`src/dscp_prio_params.svh`:
```
// constants for the middle slice of the dscp priority table
`ifndef DSCP_PRIO_PARAMS_SVH
`define DSCP_PRIO_PARAMS_SVH
// =====================================================================
// register indices (byte address is four times the index)
`define IDX_MAP_14_17 10'h065
`define IDX_MAP_18_1B 10'h066
`define IDX_MAP_1C_1F 10'h067
`define IDX_MAP_20_23 10'h068
`define IDX_MAP_24_27 10'h069
`define IDX_MAP_28_2B 10'h06a
`define IDX_MAP_2C_2F 10'h06b
`define IDX_MAP_30_33 10'h06c
// =====================================================================
// table slice layout
`define MAP_REG_COUNT 8
`define MAP_RESET 8'h00
`define CODE_FIRST 6'h14
`define CODE_LAST 6'h33
`define CODE_MSB 7
`define CODE_LSB 2
`define FIELD_W 2
// =====================================================================
// bus answers
`define RESP_OKAY 2'h0
`define RESP_SLVERR 2'h2
`define ADDR_W 12
`endif

```
`src/dscp_prio_pkg.sv`:
```
// types shared by the dscp priority table slice
package dscp_prio_pkg;
  typedef logic [1:0] prio_t;
  typedef logic [7:0] map_reg_t;
  typedef logic [5:0] code_t;
  // a write held until both address and data have arrived
  typedef struct packed {
    logic [9:0] idx;
    logic ok;
    logic [7:0] data;
    logic lane;
  } wr_req_t;
endpackage : dscp_prio_pkg

```
`src/dscp_priority_lookup_mid.sv`:
```
// dscp priority table slice for codes 0x14..0x33 with axi4-lite access
//
// Implementation choice: the AXI4-Lite slave port.
`include "dscp_prio_params.svh"

module dscp_priority_lookup_mid
  import dscp_prio_pkg::*;
(
  input wire logic CORE_CLK_IN,
  input wire logic RESET_IN,
  input wire logic [7:0] TOS_IN,
  output logic [1:0] PRIO_OUT,
  output logic HIT_OUT,
  input wire logic [11:0] AWADDR_IN,
  input wire logic AWVALID_IN,
  output logic AWREADY_OUT,
  input wire logic [31:0] WDATA_IN,
  input wire logic [3:0] WSTRB_IN,
  input wire logic WVALID_IN,
  output logic WREADY_OUT,
  output logic [1:0] BRESP_OUT,
  output logic BVALID_OUT,
  input wire logic BREADY_IN,
  input wire logic [11:0] ARADDR_IN,
  input wire logic ARVALID_IN,
  output logic ARREADY_OUT,
  output logic [31:0] RDATA_OUT,
  output logic [1:0] RRESP_OUT,
  output logic RVALID_OUT,
  input wire logic RREADY_IN
);

  // ===================================================================
  // declarations
  // map storage and the flattened table slice
  map_reg_t map_r [`MAP_REG_COUNT];
  logic [63:0] flat;
  logic [63:0] sel;
  prio_t fld [64];
  // lookup path
  code_t code;
  prio_t prio_c;
  logic hit_c;
  prio_t prio_r, prio_nxt;
  logic hit_r, hit_nxt;
  // write channel state
  wr_req_t wr_r, wr_nxt;
  logic aw_have_r, aw_have_nxt;
  logic w_have_r, w_have_nxt;
  logic awready_r, awready_nxt;
  logic wready_r, wready_nxt;
  logic bvalid_r, bvalid_nxt;
  logic [1:0] bresp_r, bresp_nxt;
  // read channel state
  logic arready_r, arready_nxt;
  logic rvalid_r, rvalid_nxt;
  logic [1:0] rresp_r, rresp_nxt;
  logic [31:0] rdata_r, rdata_nxt;
  // address decode helpers
  logic commit;
  logic [9:0] rd_idx;
  logic [9:0] rd_off;
  logic rd_ok;
  logic [9:0] wr_off;

  // ===================================================================
  // map registers, one per group of four codes
  // the one cycle in which a held write lands
  assign commit = aw_have_r & w_have_r & ~bvalid_r;
  assign wr_off = wr_r.idx - `IDX_MAP_14_17;
  // wr_off wraps for indices below the slice; wr_r.ok already
  // refuses those, so a wrapped offset never lands

  genvar gr;
  generate
    for (gr = 0; gr < `MAP_REG_COUNT; gr++)
    begin : g_map
      map_reg_t reg_nxt;
      // write lands when address and data are both held
      // a cleared byte strobe leaves the register untouched
      always_comb
      begin
        reg_nxt = map_r[gr];
        if (commit && wr_r.ok && wr_r.lane && wr_off == 10'(gr))
          reg_nxt = wr_r.data;
      end
      // reset value comes from the header, so every field reads 00
      always_ff @(posedge CORE_CLK_IN or posedge RESET_IN)
      begin
        if (RESET_IN)
          map_r[gr] <= `MAP_RESET;
        else
          map_r[gr] <= reg_nxt;
      end
      // register gr covers codes 0x14+4*gr .. 0x17+4*gr, low code at bit 0
      assign flat[gr*8 +: 8] = map_r[gr];
    end
  endgenerate

  // ===================================================================
  // full decode of the code into 64 selects
  // the two low bits of the tos byte never reach the decode
  assign code = TOS_IN[`CODE_MSB:`CODE_LSB];

  // one select per code value, 64 in all
  genvar gc;
  generate
    for (gc = 0; gc < 64; gc++)
    begin : g_dec
      assign sel[gc] = (code == 6'(gc));
      // selects outside this slice feed no field here: the
      // neighbouring slices own those codes
      if (gc >= `CODE_FIRST && gc <= `CODE_LAST)
      begin : g_in
        // field of code gc sits at twice its offset into the slice
        assign fld[gc] = {2{sel[gc]}} &
          flat[(gc - `CODE_FIRST) * `FIELD_W +: `FIELD_W];
      end
      else
      begin : g_out
        assign fld[gc] = 2'h0;
      end
    end
  endgenerate

  // or together the selected field against current contents
  // at most one select is high, so or-ing masked fields is safe
  always_comb
  begin
    prio_c = 2'h0;
    for (int i = 0; i < 64; i++)
      prio_c = prio_c | fld[i];
    hit_c = (code >= `CODE_FIRST) && (code <= `CODE_LAST);
    prio_nxt = prio_c;
    hit_nxt = hit_c;
  end

  // register the result so both lookup outputs come from flops;
  // a write landing at edge n shows from edge n+1
  always_ff @(posedge CORE_CLK_IN or posedge RESET_IN)
  begin
    if (RESET_IN)
    begin
      prio_r <= 2'h0;
      hit_r <= 1'b0;
    end
    else
    begin
      prio_r <= prio_nxt;
      hit_r <= hit_nxt;
    end
  end

  // ===================================================================
  // write channel: address and data accepted in either order
  always_comb
  begin
    // hold everything unless a channel moves
    wr_nxt = wr_r;
    aw_have_nxt = aw_have_r;
    w_have_nxt = w_have_r;
    bvalid_nxt = bvalid_r;
    bresp_nxt = bresp_r;
    // address side: range and alignment judged once, so the
    // response and the landing share one flag
    if (AWVALID_IN && awready_r)
    begin
      aw_have_nxt = 1'b1;
      wr_nxt.idx = AWADDR_IN[11:2];
      wr_nxt.ok = (AWADDR_IN[1:0] == 2'h0) &&
        (AWADDR_IN[11:2] >= `IDX_MAP_14_17) &&
        (AWADDR_IN[11:2] <= `IDX_MAP_30_33);
    end
    // data side: only the low byte lane holds a map register
    if (WVALID_IN && wready_r)
    begin
      w_have_nxt = 1'b1;
      wr_nxt.data = WDATA_IN[7:0];
      wr_nxt.lane = WSTRB_IN[0];
    end
    // land the write and raise the response; no new handshake starts
    // until the response is taken, so the set and the clear of
    // bvalid never fall in one cycle
    if (commit)
    begin
      aw_have_nxt = 1'b0;
      w_have_nxt = 1'b0;
      bvalid_nxt = 1'b1;
      bresp_nxt = wr_r.ok ? `RESP_OKAY : `RESP_SLVERR;
    end
    else if (bvalid_r && BREADY_IN)
      bvalid_nxt = 1'b0;
    // readies follow the next state so a second request is not
    // taken while the first is pending
    awready_nxt = ~aw_have_nxt & ~bvalid_nxt;
    wready_nxt = ~w_have_nxt & ~bvalid_nxt;
  end

  // readies reset low so nothing is taken while reset is released
  always_ff @(posedge CORE_CLK_IN or posedge RESET_IN)
  begin
    if (RESET_IN)
    begin
      wr_r <= '0;
      aw_have_r <= 1'b0;
      w_have_r <= 1'b0;
      bvalid_r <= 1'b0;
      bresp_r <= `RESP_OKAY;
      awready_r <= 1'b0;
      wready_r <= 1'b0;
    end
    else
    begin
      wr_r <= wr_nxt;
      aw_have_r <= aw_have_nxt;
      w_have_r <= w_have_nxt;
      bvalid_r <= bvalid_nxt;
      bresp_r <= bresp_nxt;
      awready_r <= awready_nxt;
      wready_r <= wready_nxt;
    end
  end

  // ===================================================================
  // read channel: answer one cycle after the address is taken
  // out-of-range and unaligned addresses are refused
  assign rd_idx = ARADDR_IN[11:2];
  assign rd_off = rd_idx - `IDX_MAP_14_17;
  assign rd_ok = (ARADDR_IN[1:0] == 2'h0) &&
    (rd_idx >= `IDX_MAP_14_17) && (rd_idx <= `IDX_MAP_30_33);

  always_comb
  begin
    // hold the answer until it is taken
    rvalid_nxt = rvalid_r;
    rdata_nxt = rdata_r;
    rresp_nxt = rresp_r;
    // a refused read answers slverr with zero data; a good one is
    // picked from the live register, so it sees a write just landed
    if (ARVALID_IN && arready_r)
    begin
      rvalid_nxt = 1'b1;
      rdata_nxt = 32'h0;
      rresp_nxt = `RESP_SLVERR;
      if (rd_ok)
      begin
        rdata_nxt = {24'h0, map_r[rd_off[2:0]]};
        rresp_nxt = `RESP_OKAY;
      end
    end
    else if (rvalid_r && RREADY_IN)
      rvalid_nxt = 1'b0;
    // one read at a time: the address side closes while data stands
    arready_nxt = ~rvalid_nxt;
  end

  // register the read channel; arready resets low
  always_ff @(posedge CORE_CLK_IN or posedge RESET_IN)
  begin
    if (RESET_IN)
    begin
      rvalid_r <= 1'b0;
      rdata_r <= 32'h0;
      rresp_r <= `RESP_OKAY;
      arready_r <= 1'b0;
    end
    else
    begin
      rvalid_r <= rvalid_nxt;
      rdata_r <= rdata_nxt;
      rresp_r <= rresp_nxt;
      arready_r <= arready_nxt;
    end
  end

  // ===================================================================
  // outputs, all from flip-flops
  // the bus and lookup ports never see a combinational path
  assign PRIO_OUT = prio_r;
  assign HIT_OUT = hit_r;
  assign AWREADY_OUT = awready_r;
  assign WREADY_OUT = wready_r;
  assign BVALID_OUT = bvalid_r;
  assign BRESP_OUT = bresp_r;
  assign ARREADY_OUT = arready_r;
  assign RVALID_OUT = rvalid_r;
  assign RDATA_OUT = rdata_r;
  assign RRESP_OUT = rresp_r;

endmodule : dscp_priority_lookup_mid

```
`config.mk`:
```
export PLATFORM = sky130hd
export DESIGN_NAME = dscp_priority_lookup_mid
export DESIGN_NICKNAME = d
export VERILOG_FILES = /design/src/dscp_prio_pkg.sv /design/src/dscp_priority_lookup_mid.sv
export VERILOG_INCLUDE_DIRS = /design/src
export SDC_FILE = /design/constraint.sdc
export NUM_CORES = 1
export LEC_CHECK = 0
export BUFFER_PORTS_ARGS = -buffer_cell sky130_fd_sc_hd__buf_4
export CAP_MARGIN = 20
export CORE_ASPECT_RATIO = 0.5
export CORE_UTILIZATION = 40
export CTS_CLUSTER_SIZE = 28
export DETAILED_ROUTE_END_ITERATION = 7
export PLACE_DENSITY = 0.61
export SETUP_SLACK_MARGIN = 0.4
export SLEW_MARGIN = 20
export SYNTH_ARGS = -nofsm -noshare
export SYNTH_HDL_FRONTEND = slang
export SYNTH_SLANG_ARGS = --single-unit
```
`constraint.sdc`:
```
create_clock -name CORE_CLK_IN -period 4.1 [get_ports CORE_CLK_IN]
set_input_delay 0.615 -clock CORE_CLK_IN [delete_from_list [all_inputs] [get_ports CORE_CLK_IN]]
set_output_delay 0.615 -clock CORE_CLK_IN [all_outputs]
set_load 0.03 [all_outputs]
```
# [Word-level counts from Yosys, hierarchy flattened]
# Cells that the tools add are included.
[totals] ff_bits=130 wordCells=182 input_bits=75 out_inout_bits=44
[classes] n_lt_le_gt_ge=7 n_eq_ne=39 muxes=14 addsub=2 n_bitwise=73 reduce_logical=23
[op_table] cell="== test 6 bit, second input constant" n=20
[op_table] cell="== test 6 x 5 -> 1 bit, second input constant" n=12
[op_table] cell="AND 2 bit" n=32
[op_table] cell="bitwise OR 2 bit" n=31
[op_table] cell="== test 10 x 3 -> 1 bit, second input constant" n=4
[op_table] cell="binary-select mux 8 bit (select 3 bit)" n=1
[op_table] cell="2-to-1 mux 8 bit" n=3
[op_table] cell="== test 10 x 2 -> 1 bit, second input constant" n=2
[op_table] cell=">= comparator 10 x 7 -> 1 bit, second input constant" n=2
[op_table] cell="<= comparator 10 x 7 -> 1 bit, second input constant" n=2
[op_table] cell="logical AND 1 bit" n=20
[op_table] cell="== test 10 x 1 -> 1 bit, second input constant" n=1
[op_table] cell="zero test 10 bit" n=1
[op_table] cell="subtractor 10 x 7 -> 10 bit, second input constant" n=1
[op_table] cell="2-to-1 mux 1 bit" n=8
[op_table] cell=">= comparator 6 x 5 -> 1 bit, second input constant" n=1
[op_table] cell="<= comparator 6 bit, second input constant" n=1
[op_table] cell="inverter 1 bit" n=5
[op_table] cell="AND 1 bit" n=4
[op_table] cell=">= comparator 4 bit, second input constant" n=1
[op_table] cell="zero test 2 bit" n=2
[op_table] cell="2-to-1 mux 2 bit" n=2
[op_table] cell="inverter 3 -> 4 bit" n=1
[op_table] cell="subtractor 3 bit, second input constant" n=1

# [Depth between registers and ports, before layout]
# Gate-level depths: netlist of the first run.
[depth] ltp_word=33 ltp_mapped=9

# [Worst setup path after synthesis of the first run]
# Ideal clock, no wire load.
[synth_timing] path_kind="input to register" start="input port ARADDR_IN[2]" end="register rdata_r[1] (netlist: RDATA_OUT[1])" path_stages=9 setup_time_ns=0.131 arrival_ns=2.651 setup_slack_ns=1.319 t_required_ns=3.969 cell_sequence="buf_2 buf_2 inv_1 ha_1 clkbuf_1 clkbuf_1 mux4_2 mux2i_1 o21ai_0"
[synth_via] elab_chain_len=6 elab_cells_between_ends=10 classes_between="add/sub: 1; order compare: 2; mux: 4; bitwise: 1; reduce/logical: 2"
[synth_rtl] item="from (decl)" line_no="dscp_priority_lookup_mid.sv:24" text="input wire logic [11:0] ARADDR_IN,"
[synth_rtl] item="subtractor 3 bit (no source line)"
[synth_rtl] item="inverter 3 -> 4 bit (not written as such)" line_no="dscp_priority_lookup_mid.sv:247" text="rdata_nxt = {24'h0, map_r[rd_off[2:0]]};"
[synth_rtl] item="binary-select mux 8 bit (select 3 bit)" line_no="dscp_priority_lookup_mid.sv:247"
[synth_rtl] item="2-to-1 mux 8 bit (not written as such) (2 in series)" line_no="dscp_priority_lookup_mid.sv:247"
[synth_rtl] item="2-to-1 mux 8 bit *" line_no="dscp_priority_lookup_mid.sv:245" text="if (rd_ok)"
[synth_rtl] item="to (signal assigned)" line_no="dscp_priority_lookup_mid.sv:270" text="rdata_r <= rdata_nxt;"
[synth_rtl] item="to (decl)" line_no="dscp_priority_lookup_mid.sv:58" text="logic [31:0] rdata_r, rdata_nxt;"
# Every way passes the cells marked *; elsewhere a longest branch is shown, timed or not. The select of a mux whose other input is x is not followed.
# A chain may end at the register's enable or synchronous reset.

# [Final worst setup path of the first run]
[layout_timing] start="input port ARADDR_IN[2]" end="register rdata_r[0] (netlist: RDATA_OUT[0])"
# The elaborated chain is that of the path after synthesis.

==> impl_metrics.env, run 1 <==
export IMPL_cts_buffers=9
export IMPL_slowest_delay_ns=0.79
export IMPL_place_ws_ns=1.27
export IMPL_synth_top_area_share_pct=46.6
export IMPL_rrSetupSlack_ns=1.70
export IMPL_overflow=0
export IMPL_synth_edf_count=0
export IMPL_worst_pin_slew_ns=0.842
export IMPL_whs_ns=0.398
export IMPL_intPower_mw=1.81
export IMPL_stdcell_count=687
export IMPL_powerDensity_nw_per_um2=414
export IMPL_cts_root_buf="clkbuf_16"
export IMPL_drt_iter0_drc=296
export IMPL_dr_total_vias=3677
export IMPL_startpoint="ARADDR_IN[2]"
export IMPL_drc=1
export IMPL_synthesis_area_um2=5580
export IMPL_die_area_um2=14500
export IMPL_grt_max_degree=61
export IMPL_slowest_stage="ha_1"
export IMPL_worstSetupEndpoint="RDATA_OUT[0]"
export IMPL_hold_class="in -> async"
export IMPL_dpl_cell_area_um2=6080
export IMPL_gp_congestion=0.941
export IMPL_rows=30
export IMPL_fmax_mhz=407
export IMPL_cts_sinks=104
export IMPL_cts_hold_buf=0
export IMPL_htree_levels=3
export IMPL_port_buffers=63
export IMPL_track_usage_pct=19.1
export IMPL_dp_cells=672
export IMPL_setup_ws_ns=1.64
export IMPL_antenna_found_initial=0
export IMPL_wl_per_cell_um=18.8
export IMPL_die_width_um=169
export IMPL_yosysMostFrequentCell="dfrtp_1"
export IMPL_synth_main_ff_cell="dfrtp_1"
export IMPL_pwr_share_seq_pct=51.0
export IMPL_cp_depth=6
export IMPL_firstDrtPassIters=7
export IMPL_drv_cap=0
export IMPL_fin_nets=569
export IMPL_cts_resized=0
export IMPL_hold_viol_final=0
export IMPL_end_kind="flip-flop"
export IMPL_rr_endpoint="flat[49]"
export IMPL_final_setup_tns_ns=0
export IMPL_synth_distinct_cells=59
export IMPL_clkLatencyLatePin_ns=0.35
export IMPL_fin_crit_sh_pct=60.0
export IMPL_grt_pass1_wl_um=20600
export IMPL_post_route_util_pct=46.8
export IMPL_status="finished with violations"
export IMPL_critPathKind="in -> reg"
export IMPL_start_util_pct=41.1
export IMPL_ant_nets=0
export IMPL_clock_path_buffers=2
export IMPL_async_flop_share_pct=100
export IMPL_violations="design-rule violations"
export IMPL_fin_crit_ns=2.46
export IMPL_crit_arrival_ns=2.68
export IMPL_syn_area_per_cell_um2=12.7
export IMPL_switching_share_pct=31.0
export IMPL_diodes=0
export IMPL_cts_tree="built"
export IMPL_slew_viol_final=0
export IMPL_core_area_um2=13600
export IMPL_die_h_um=85.5
export IMPL_setup_violations=0
export IMPL_ys_seq_area_share_pct=46.6
export IMPL_reg2regPathDepth=5
export IMPL_slew_headroom_pct=43.9
export IMPL_crit_fanout=18
export IMPL_clkTransAtPathRegs_ns=0.07
export IMPL_grt_pass1_vias=3554
export IMPL_synth_top_area_cell="dfrtp_1"
export IMPL_synthTopCellsByCount="dfrtp_1, mux2_2, buf_4, nand2_1, o21ai_0"
export IMPL_path_buf_inv=2
export IMPL_syn_inst=440
export IMPL_p_leak_nw=2.99
export IMPL_rsz0062_at_grt="false"
export IMPL_ys_ff_latch=104
export IMPL_irDropWorstVdd_mv=0.280
export IMPL_syn_to_final_growth_pct=13.9
export IMPL_yosys_warnings=0
export IMPL_drive_above_1_share_pct=40.0
export IMPL_postCtsSetupRepairBufs=0
export IMPL_dp_hpwl_um=9030
export IMPL_design_area_um2=6350
export IMPL_crit_required_ns=4.32
export IMPL_start_kind="primary input"
export IMPL_crit_path_cell_trace="buf_4 -> inv_1 -> ha_1 -> mux4_2 -> mux2i_1 -> o21ai_0"
export IMPL_reg2reg_from="BVALID_OUT"
export IMPL_finalPower_mw=2.63
export IMPL_power_share_clock_pct=30.2
export IMPL_cp_top_family="adder cells"
export IMPL_ios=119
export IMPL_vias_per_cell=5.35
export IMPL_wl_um=12900
export IMPL_skew_ns=0.0101
export IMPL_combPwrFrac_pct=18.8
export IMPL_power_switching_mw=0.815
export IMPL_yosys_top_cells_area="dfrtp_1, mux2_2, mux4_2"
## state kept, by name (all words and copies together), names as in the netlist
signal	flops
BRESP_OUT	1
RDATA_OUT	8
RVALID_OUT	1
ARREADY_OUT	1
w_have_r	1
aw_have_r	1
BVALID_OUT	1
HIT_OUT	1
PRIO_OUT	2
wr_r	20
AWREADY_OUT	1
WREADY_OUT	1
RRESP_OUT	1
flat	64
## how the worst min path moves through the flow
stage / from / endpoint / slack (ns) / cells after the start
final: RESET_IN / wr_r[16] / 0.40 / 2
after global placement: RDATA_OUT[5] / RDATA_OUT[5] / 0.47 / 2
after detailed placement: AWREADY_OUT / AWREADY_OUT / 0.48 / 1
after CTS: RESET_IN / wr_r[16] / 0.43 / 2
after floorplan: aw_have_r / AWREADY_OUT / 0.44 / 1
after global routing: RESET_IN / wr_r[15] / 0.45 / 2
## kinds of logic after synthesis
group | count (synthesis) | share of synthesized area [%]
flops | 104 | 46.6
buf+inv | 62 | 6.86
other cells | 1 | 0.0672
simple gates | 91 | 10.5
xor+xnor | 4 | 0.628
compound gates | 58 | 7.02
fa+ha+maj | 3 | 0.673
mux | 117 | 27.6
## cell type report
class                   instances  area [um2]
well taps                     192         240
multi-input cells             299        2690
clock inverters                 4        31.3
repair buffers                 65         500
flip-flops and latches        104        2600
clock buffers                  11         243
inverters                      12        47.5
fillers                      1241        7230
## layer usage
layer / up-vias / GRT usage, % / part of all wire (%)
li1: 1687 / - / -
met1: 1824 / 28.4 / 49
met2: 156 / 27.5 / 42
met3: 10 / 5.35 / 7.7
met4: 0 / 4.42 / 1.0
met5: - / 0 / 0
## power groups by stage
stage                     Clock [mW]  Sequential (mW)  Combinational [mW]
final                          0.794             1.34               0.495
after global routing           0.865             1.37               0.542
after CTS                      0.821             1.34               0.501
after detailed placement           0             1.36               0.501
after global placement             0             1.35               0.486
after floorplan                    0             1.32               0.390
## layout by cell type, fill, tap and decap left out, types with 2 or more instances in the layout
cell and count:
mux2_2 79, and2_1 3, nand4b_4 2, a211oi_1 3
xor2_1 2, o21ai_0 23, ha_1 3, mux4_2 18
nand3b_1 3, dfrtp_1 104, clkinvlp_4 3, a32o_1 2
mux2_4 9, nand4b_2 2, and3b_1 3, xnor2_1 2
o22ai_1 2, conb_1 26, a21oi_1 3, a22oi_1 4
nand3_1 12, inv_1 11, nand2_1 23, mux2i_1 11
and3_1 2, a32oi_1 2, o211ai_1 3, nor2_1 6
nor2b_1 8, buf_4 64, a31oi_1 4, clkbuf_16 9
nand2b_1 4, o31ai_1 3, nor4_1 4, nand3_2 2
nor3_1 2, nand4_1 6
Power figures use the tool's default switching activity.
==> run 2, diff against run 1 <==
--- a/config.mk
+++ b/config.mk
@@ -12,7 +12,7 @@
 export CORE_UTILIZATION = 40
 export CTS_CLUSTER_SIZE = 28
 export DETAILED_ROUTE_END_ITERATION = 7
-export PLACE_DENSITY = 0.61
+export PLACE_DENSITY = 0.63
 export SETUP_SLACK_MARGIN = 0.4
 export SLEW_MARGIN = 20
 export SYNTH_ARGS = -nofsm -noshare
==> constraint.sdc (replaced) <==
create_clock -name CORE_CLK_IN -period 2.18 [get_ports CORE_CLK_IN]
set_input_delay 0.327 -clock CORE_CLK_IN [delete_from_list [all_inputs] [get_ports CORE_CLK_IN]]
set_output_delay 0.327 -clock CORE_CLK_IN [all_outputs]
set_load 0.03 [all_outputs]
==> impl_metrics.env, run 2 (same netlist as run 1, synthesis figures left out) <==
export IMPL_cts_root_buf="clkbuf_16"
export IMPL_drv_cap=0
export IMPL_reg2reg_from="wr_r[10]"
export IMPL_htree_levels=3
export IMPL_syn_to_final_growth_pct=20.9
export IMPL_finalPower_mw=5.18
export IMPL_nFillCells=1213
export IMPL_rows=30
export IMPL_crit_required_ns=2.42
export IMPL_diodes=0
export IMPL_drc=0
export IMPL_min_path_cells=2
export IMPL_vias_per_cell=5.31
export IMPL_fmax_mhz=524
export IMPL_setup_violations=0
export IMPL_ant_nets=0
export IMPL_worst_pin_slew_ns=0.556
export IMPL_crit_fanout=8
export IMPL_hold_viol_final=0
export IMPL_powerDensity_nw_per_um2=767
export IMPL_design_area_um2=6740
export IMPL_clock_path_buffers=2
export IMPL_wl_per_cell_um=18.0
export IMPL_grt_pass1_vias=3682
export IMPL_dpl_cell_area_um2=6250
export IMPL_reg2regPathDepth=6
export IMPL_gp_congestion=0.967
export IMPL_firstDrtPassIters=4
export IMPL_skew_ns=0.0102
export IMPL_clkTransAtPathRegs_ns=0.07
export IMPL_setup_ws_ns=0.271
export IMPL_antenna_found_initial=0
export IMPL_status="complete, no violations"
export IMPL_crit_arrival_ns=2.15
export IMPL_hp_start="AWVALID_IN"
export IMPL_final_setup_tns_ns=0
export IMPL_startpoint="wr_r[10]"
export IMPL_p_leak_nw=3.18
export IMPL_clkLatencyLatePin_ns=0.36
export IMPL_core_area_um2=13600
export IMPL_start_util_pct=41.1
export IMPL_port_buffers=63
export IMPL_slew_headroom_pct=62.9
export IMPL_irDropWorstVdd_mv=0.574
export IMPL_rsz0062_at_grt="true"
export IMPL_cts_sinks=104
export IMPL_drive_above_1_share_pct=44.5
export IMPL_critPathKind="reg -> reg"
export IMPL_grt_pass1_wl_um=20700
export IMPL_grt_max_degree=58
export IMPL_layout_commonest_cell="dfrtp_1"
export IMPL_track_usage_pct=19.1
export IMPL_fin_nets=590
export IMPL_cts_buffers=9
export IMPL_die_width_um=169
export IMPL_dp_hpwl_um=8900
export IMPL_dr_total_vias=3765
export IMPL_die_h_um=85.5
export IMPL_hold_class="in -> reg"
export IMPL_cts_tree="built"
export IMPL_slew_viol_final=0
export IMPL_most_common_layout_cells="dfrtp_1, buf_4, mux2_2"
export IMPL_wl_um=12800
export IMPL_largest_register_ffs=64
export IMPL_place_ws_ns=0.135
export IMPL_end_kind="flip-flop"
export IMPL_fin_crit_ns=1.91
export IMPL_ios=119
export IMPL_start_kind="flip-flop"
export IMPL_fin_crit_sh_pct=87.6
export IMPL_overflow=0
export IMPL_drt_iter0_drc=338
export IMPL_die_area_um2=14500
==> run 2: cell types whose count changed in the layout (fill, tap and decap cells not counted), moves of 5 or more <==
cell	delta
buf_12	+5
buf_4	+9
buf_6	+5
mux2_2	-10
mux2_4	+10
==> run 2: layout make-up <==
cell class	instances	area, um2	area share [%]
clock buffer	12	256	3.80
clock inverter	4	28.8	0.427
inverter	12	48.8	0.724
multi-input combinational	299	2820	41.8
sequential	104	2600	38.6
tap	192	240	3.56
timing repair buffer	86	749	11.1
==> run 2: worst paths after layout <==
check	slack [ns]	endpoint
hold reg to reg	0.48	RDATA_OUT[5]
setup reg to reg	0.27	flat[7]
min in group asynchronous	0.50	wr_r[16]
hold / removal	0.15	AWREADY_OUT
setup / recovery	0.27	flat[7]
max in group asynchronous	1.07	flat[36]
==> run 2: worst max-delay path, cell delays in order, from the launching register on <==
cell	delay (ns)
dfrtp_1	0.39
nor2_4	0.06
or3b_4	0.38
a21boi_4	0.22
buf_6	0.13
nand4b_4	0.24
mux2_4	0.37
==> run 2: where the power goes <==
part           switching [mW]  internal [mW]  total, mW  leakage [nW]
clock network           0.709          0.837       1.55         0.135
logic                   0.578          0.544       1.12          1.65
registers               0.335           2.17       2.51          1.39
total                    1.62           3.55       5.18          3.18
==> run 2: layer usage <==
metal | vias up | global-route usage, % | wire (um)
met5 | - | 0 | 0
met4 | 0 | 5.24 | 158
met3 | 13 | 5.03 | 883
met2 | 140 | 27.5 | 5450
met1 | 1889 | 28.5 | 6300
li1 | 1723 | - | -
==> run 2: timing repair <==
action	CTS	global route
pin swaps	7	4
hold buffers	1	0
endpoints found under the setup margin	64	70
setup buffers	9	1
hold endpoints to repair	13	0
gates resized for setup	10	14
==> run 2: through the flow <==
step	hold slack, ns	std cells	util, %
final	0.152	709	49.6
after global routing	0.141	709	49.6
after CTS	0.147	708	49.1
after detailed placement	0.339	682	46.0
after global placement	0.336	682	46.0
after floorplan	0.420	465	-
==> run 3, diff against run 2 <==
--- a/config.mk
+++ b/config.mk
@@ -12,7 +12,7 @@
 export CORE_UTILIZATION = 40
 export CTS_CLUSTER_SIZE = 28
 export DETAILED_ROUTE_END_ITERATION = 7
-export PLACE_DENSITY = 0.63
+export PLACE_DENSITY_LB_ADDON = 0.1
 export SETUP_SLACK_MARGIN = 0.4
 export SLEW_MARGIN = 20
 export SYNTH_ARGS = -nofsm -noshare
==> impl_metrics.env, run 3 (same netlist as run 1, synthesis figures left out) <==
export IMPL_status="complete, no violations"
export IMPL_start_kind="flip-flop"
export IMPL_crit_fanout=8
export IMPL_hp_start="BREADY_IN"
export IMPL_critPathKind="reg -> reg"
export IMPL_fin_crit_sh_pct=86.6
export IMPL_stdcell_count=712
export IMPL_track_usage_pct=19.8
export IMPL_most_common_layout_cells="dfrtp_1, buf_4, mux2_2"
export IMPL_overflow=0
export IMPL_hold_viol_final=0
export IMPL_crit_required_ns=2.41
export IMPL_cts_sinks=104
export IMPL_hold_path_endpoint="BVALID_OUT"
export IMPL_dp_hpwl_um=9400
export IMPL_slew_viol_final=0
export IMPL_firstDrtPassIters=5
export IMPL_nFillCells=1228
export IMPL_powerDensity_nw_per_um2=787
export IMPL_die_h_um=85.5
export IMPL_dr_total_vias=3776
export IMPL_setup_violations=0
export IMPL_die_width_um=169
export IMPL_hold_class="in -> reg"
export IMPL_worst_pin_slew_ns=0.561
export IMPL_final_setup_tns_ns=0
export IMPL_min_path_cells=2
export IMPL_reg2regPathDepth=4
export IMPL_dp_cells=683
export IMPL_syn_to_final_growth_pct=21.3
export IMPL_die_area_um2=14500
export IMPL_intPower_mw=3.67
export IMPL_fmax_mhz=530
export IMPL_combPwrFrac_pct=21.0
export IMPL_clkLatencyLatePin_ns=0.34
export IMPL_cts_root_buf="clkbuf_16"
export IMPL_rsz0062_at_grt="true"
export IMPL_core_area_um2=13600
export IMPL_crit_arrival_ns=2.11
export IMPL_fin_nets=593
export IMPL_largest_register_ffs=64
export IMPL_drt_iter0_drc=296
export IMPL_pwr_share_seq_pct=47.1
export IMPL_cts_buffers=9
export IMPL_ant_nets=0
export IMPL_diodes=0
export IMPL_rr_endpoint="flat[23]"
export IMPL_rrSetupSlack_ns=0.29
export IMPL_vias_per_cell=5.30
export IMPL_slew_headroom_pct=62.1
export IMPL_power_switching_mw=1.65
export IMPL_port_buffers=63
export IMPL_skew_ns=0.00712
export IMPL_antenna_found_initial=0
export IMPL_ios=119
export IMPL_drv_cap=0
export IMPL_switching_share_pct=31.0
export IMPL_p_leak_nw=3.18
export IMPL_reg2reg_from="wr_r[13]"
export IMPL_gp_congestion=0.904
export IMPL_layout_commonest_cell="dfrtp_1"
export IMPL_clkTransAtPathRegs_ns=0.07
export IMPL_irDropWorstVdd_mv=0.555
export IMPL_grt_pass1_wl_um=21200
export IMPL_power_share_clock_pct=32.0
export IMPL_clock_path_buffers=2
export IMPL_finalPower_mw=5.32
export IMPL_fin_crit_ns=1.89
export IMPL_drc=0
export IMPL_grt_pass1_vias=3628
export IMPL_start_util_pct=41.1
export IMPL_startpoint="wr_r[13]"
export IMPL_grt_max_degree=60
export IMPL_cts_tree="built"
export IMPL_end_kind="flip-flop"
export IMPL_rows=30
export IMPL_htree_levels=3
export IMPL_drive_above_1_share_pct=45.0
export IMPL_wl_um=13400
export IMPL_wl_per_cell_um=18.9
==> run 3: changes by cell type in the layout (fill, tap and decap cells not counted), moves of 2 or more <==
cell / change
inv_6: +3
clkinvlp_4: -2
mux2_2: +2
buf_6: -4
mux2_4: -2
buf_4: +7
==> run 3: worst max-delay path by stage <==
stage	to	slack (ns)	depth (start not counted)
2_1_floorplan	flat[16]	0.27	7
3_3_place_gp	flat[22]	0.18	4
3_5_place_dp	flat[19]	0.14	4
4_1_cts	flat[15]	0.28	6
5_1_grt	flat[23]	0.25	6
6_report	flat[23]	0.29	4
==> run 3: power by group through the flow <==
stage / clock [mW] / sequential (mW) / combinational [mW]
after floorplan: 0 / 2.50 / 0.762
after global placement: 0 / 2.53 / 1.03
after detailed placement: 0 / 2.53 / 1.05
after CTS: 1.76 / 2.50 / 1.11
after global routing: 1.84 / 2.56 / 1.21
final: 1.70 / 2.51 / 1.12
==> run 3: per-stage QoR <==
step                      hold slack (ns)  setup WS, ns  cell area [um2]  utilization [%]
final                               0.166         0.292             6770             49.8
after floorplan                     0.420         0.274             5790                -
after CTS                           0.149         0.280             6680             49.1
after global placement              0.330         0.183             6250             46.0
after global routing                0.153         0.247             6770             49.8
after detailed placement            0.333         0.137             6250             46.0
==> run 3: timing repair <==
| action | 4_1_cts | 5_1_grt |
|---|---|---|
| hold buffers | 1 | 0 |
| endpoints found under the hold margin | 11 | 0 |
| pin swaps | 3 | 6 |
| buffers inserted | 8 | 4 |
| gates resized for setup | 4 | 10 |
| endpoints found under the setup margin | 64 | 73 |
==> run 3: critical path: stages, from the launching register on <==
cell,delay [ns]
dfrtp_1,0.41
or3b_4,0.42
a21boi_4,0.20
and4_4,0.41
mux2_4,0.33
==> run 3: layer usage <==
layer  GRT usage [%]  share of wire [%]
met1            30.5                 51
met2            28.0                 42
met3            4.38                6.4
met4            4.67               0.60
met5               0                  0
==> run 3: final cells by class <==
cell class                 instances  area (um2)  share of cell area (%)
clock inverter                     5        61.3                   0.906
sequential                       104        2600                    38.5
clock buffer                      11         253                    3.74
timing repair buffer              89         757                    11.2
multi-input combinational        299        2800                    41.4
tap                              192         240                    3.55
inverter                          12        48.8                   0.721
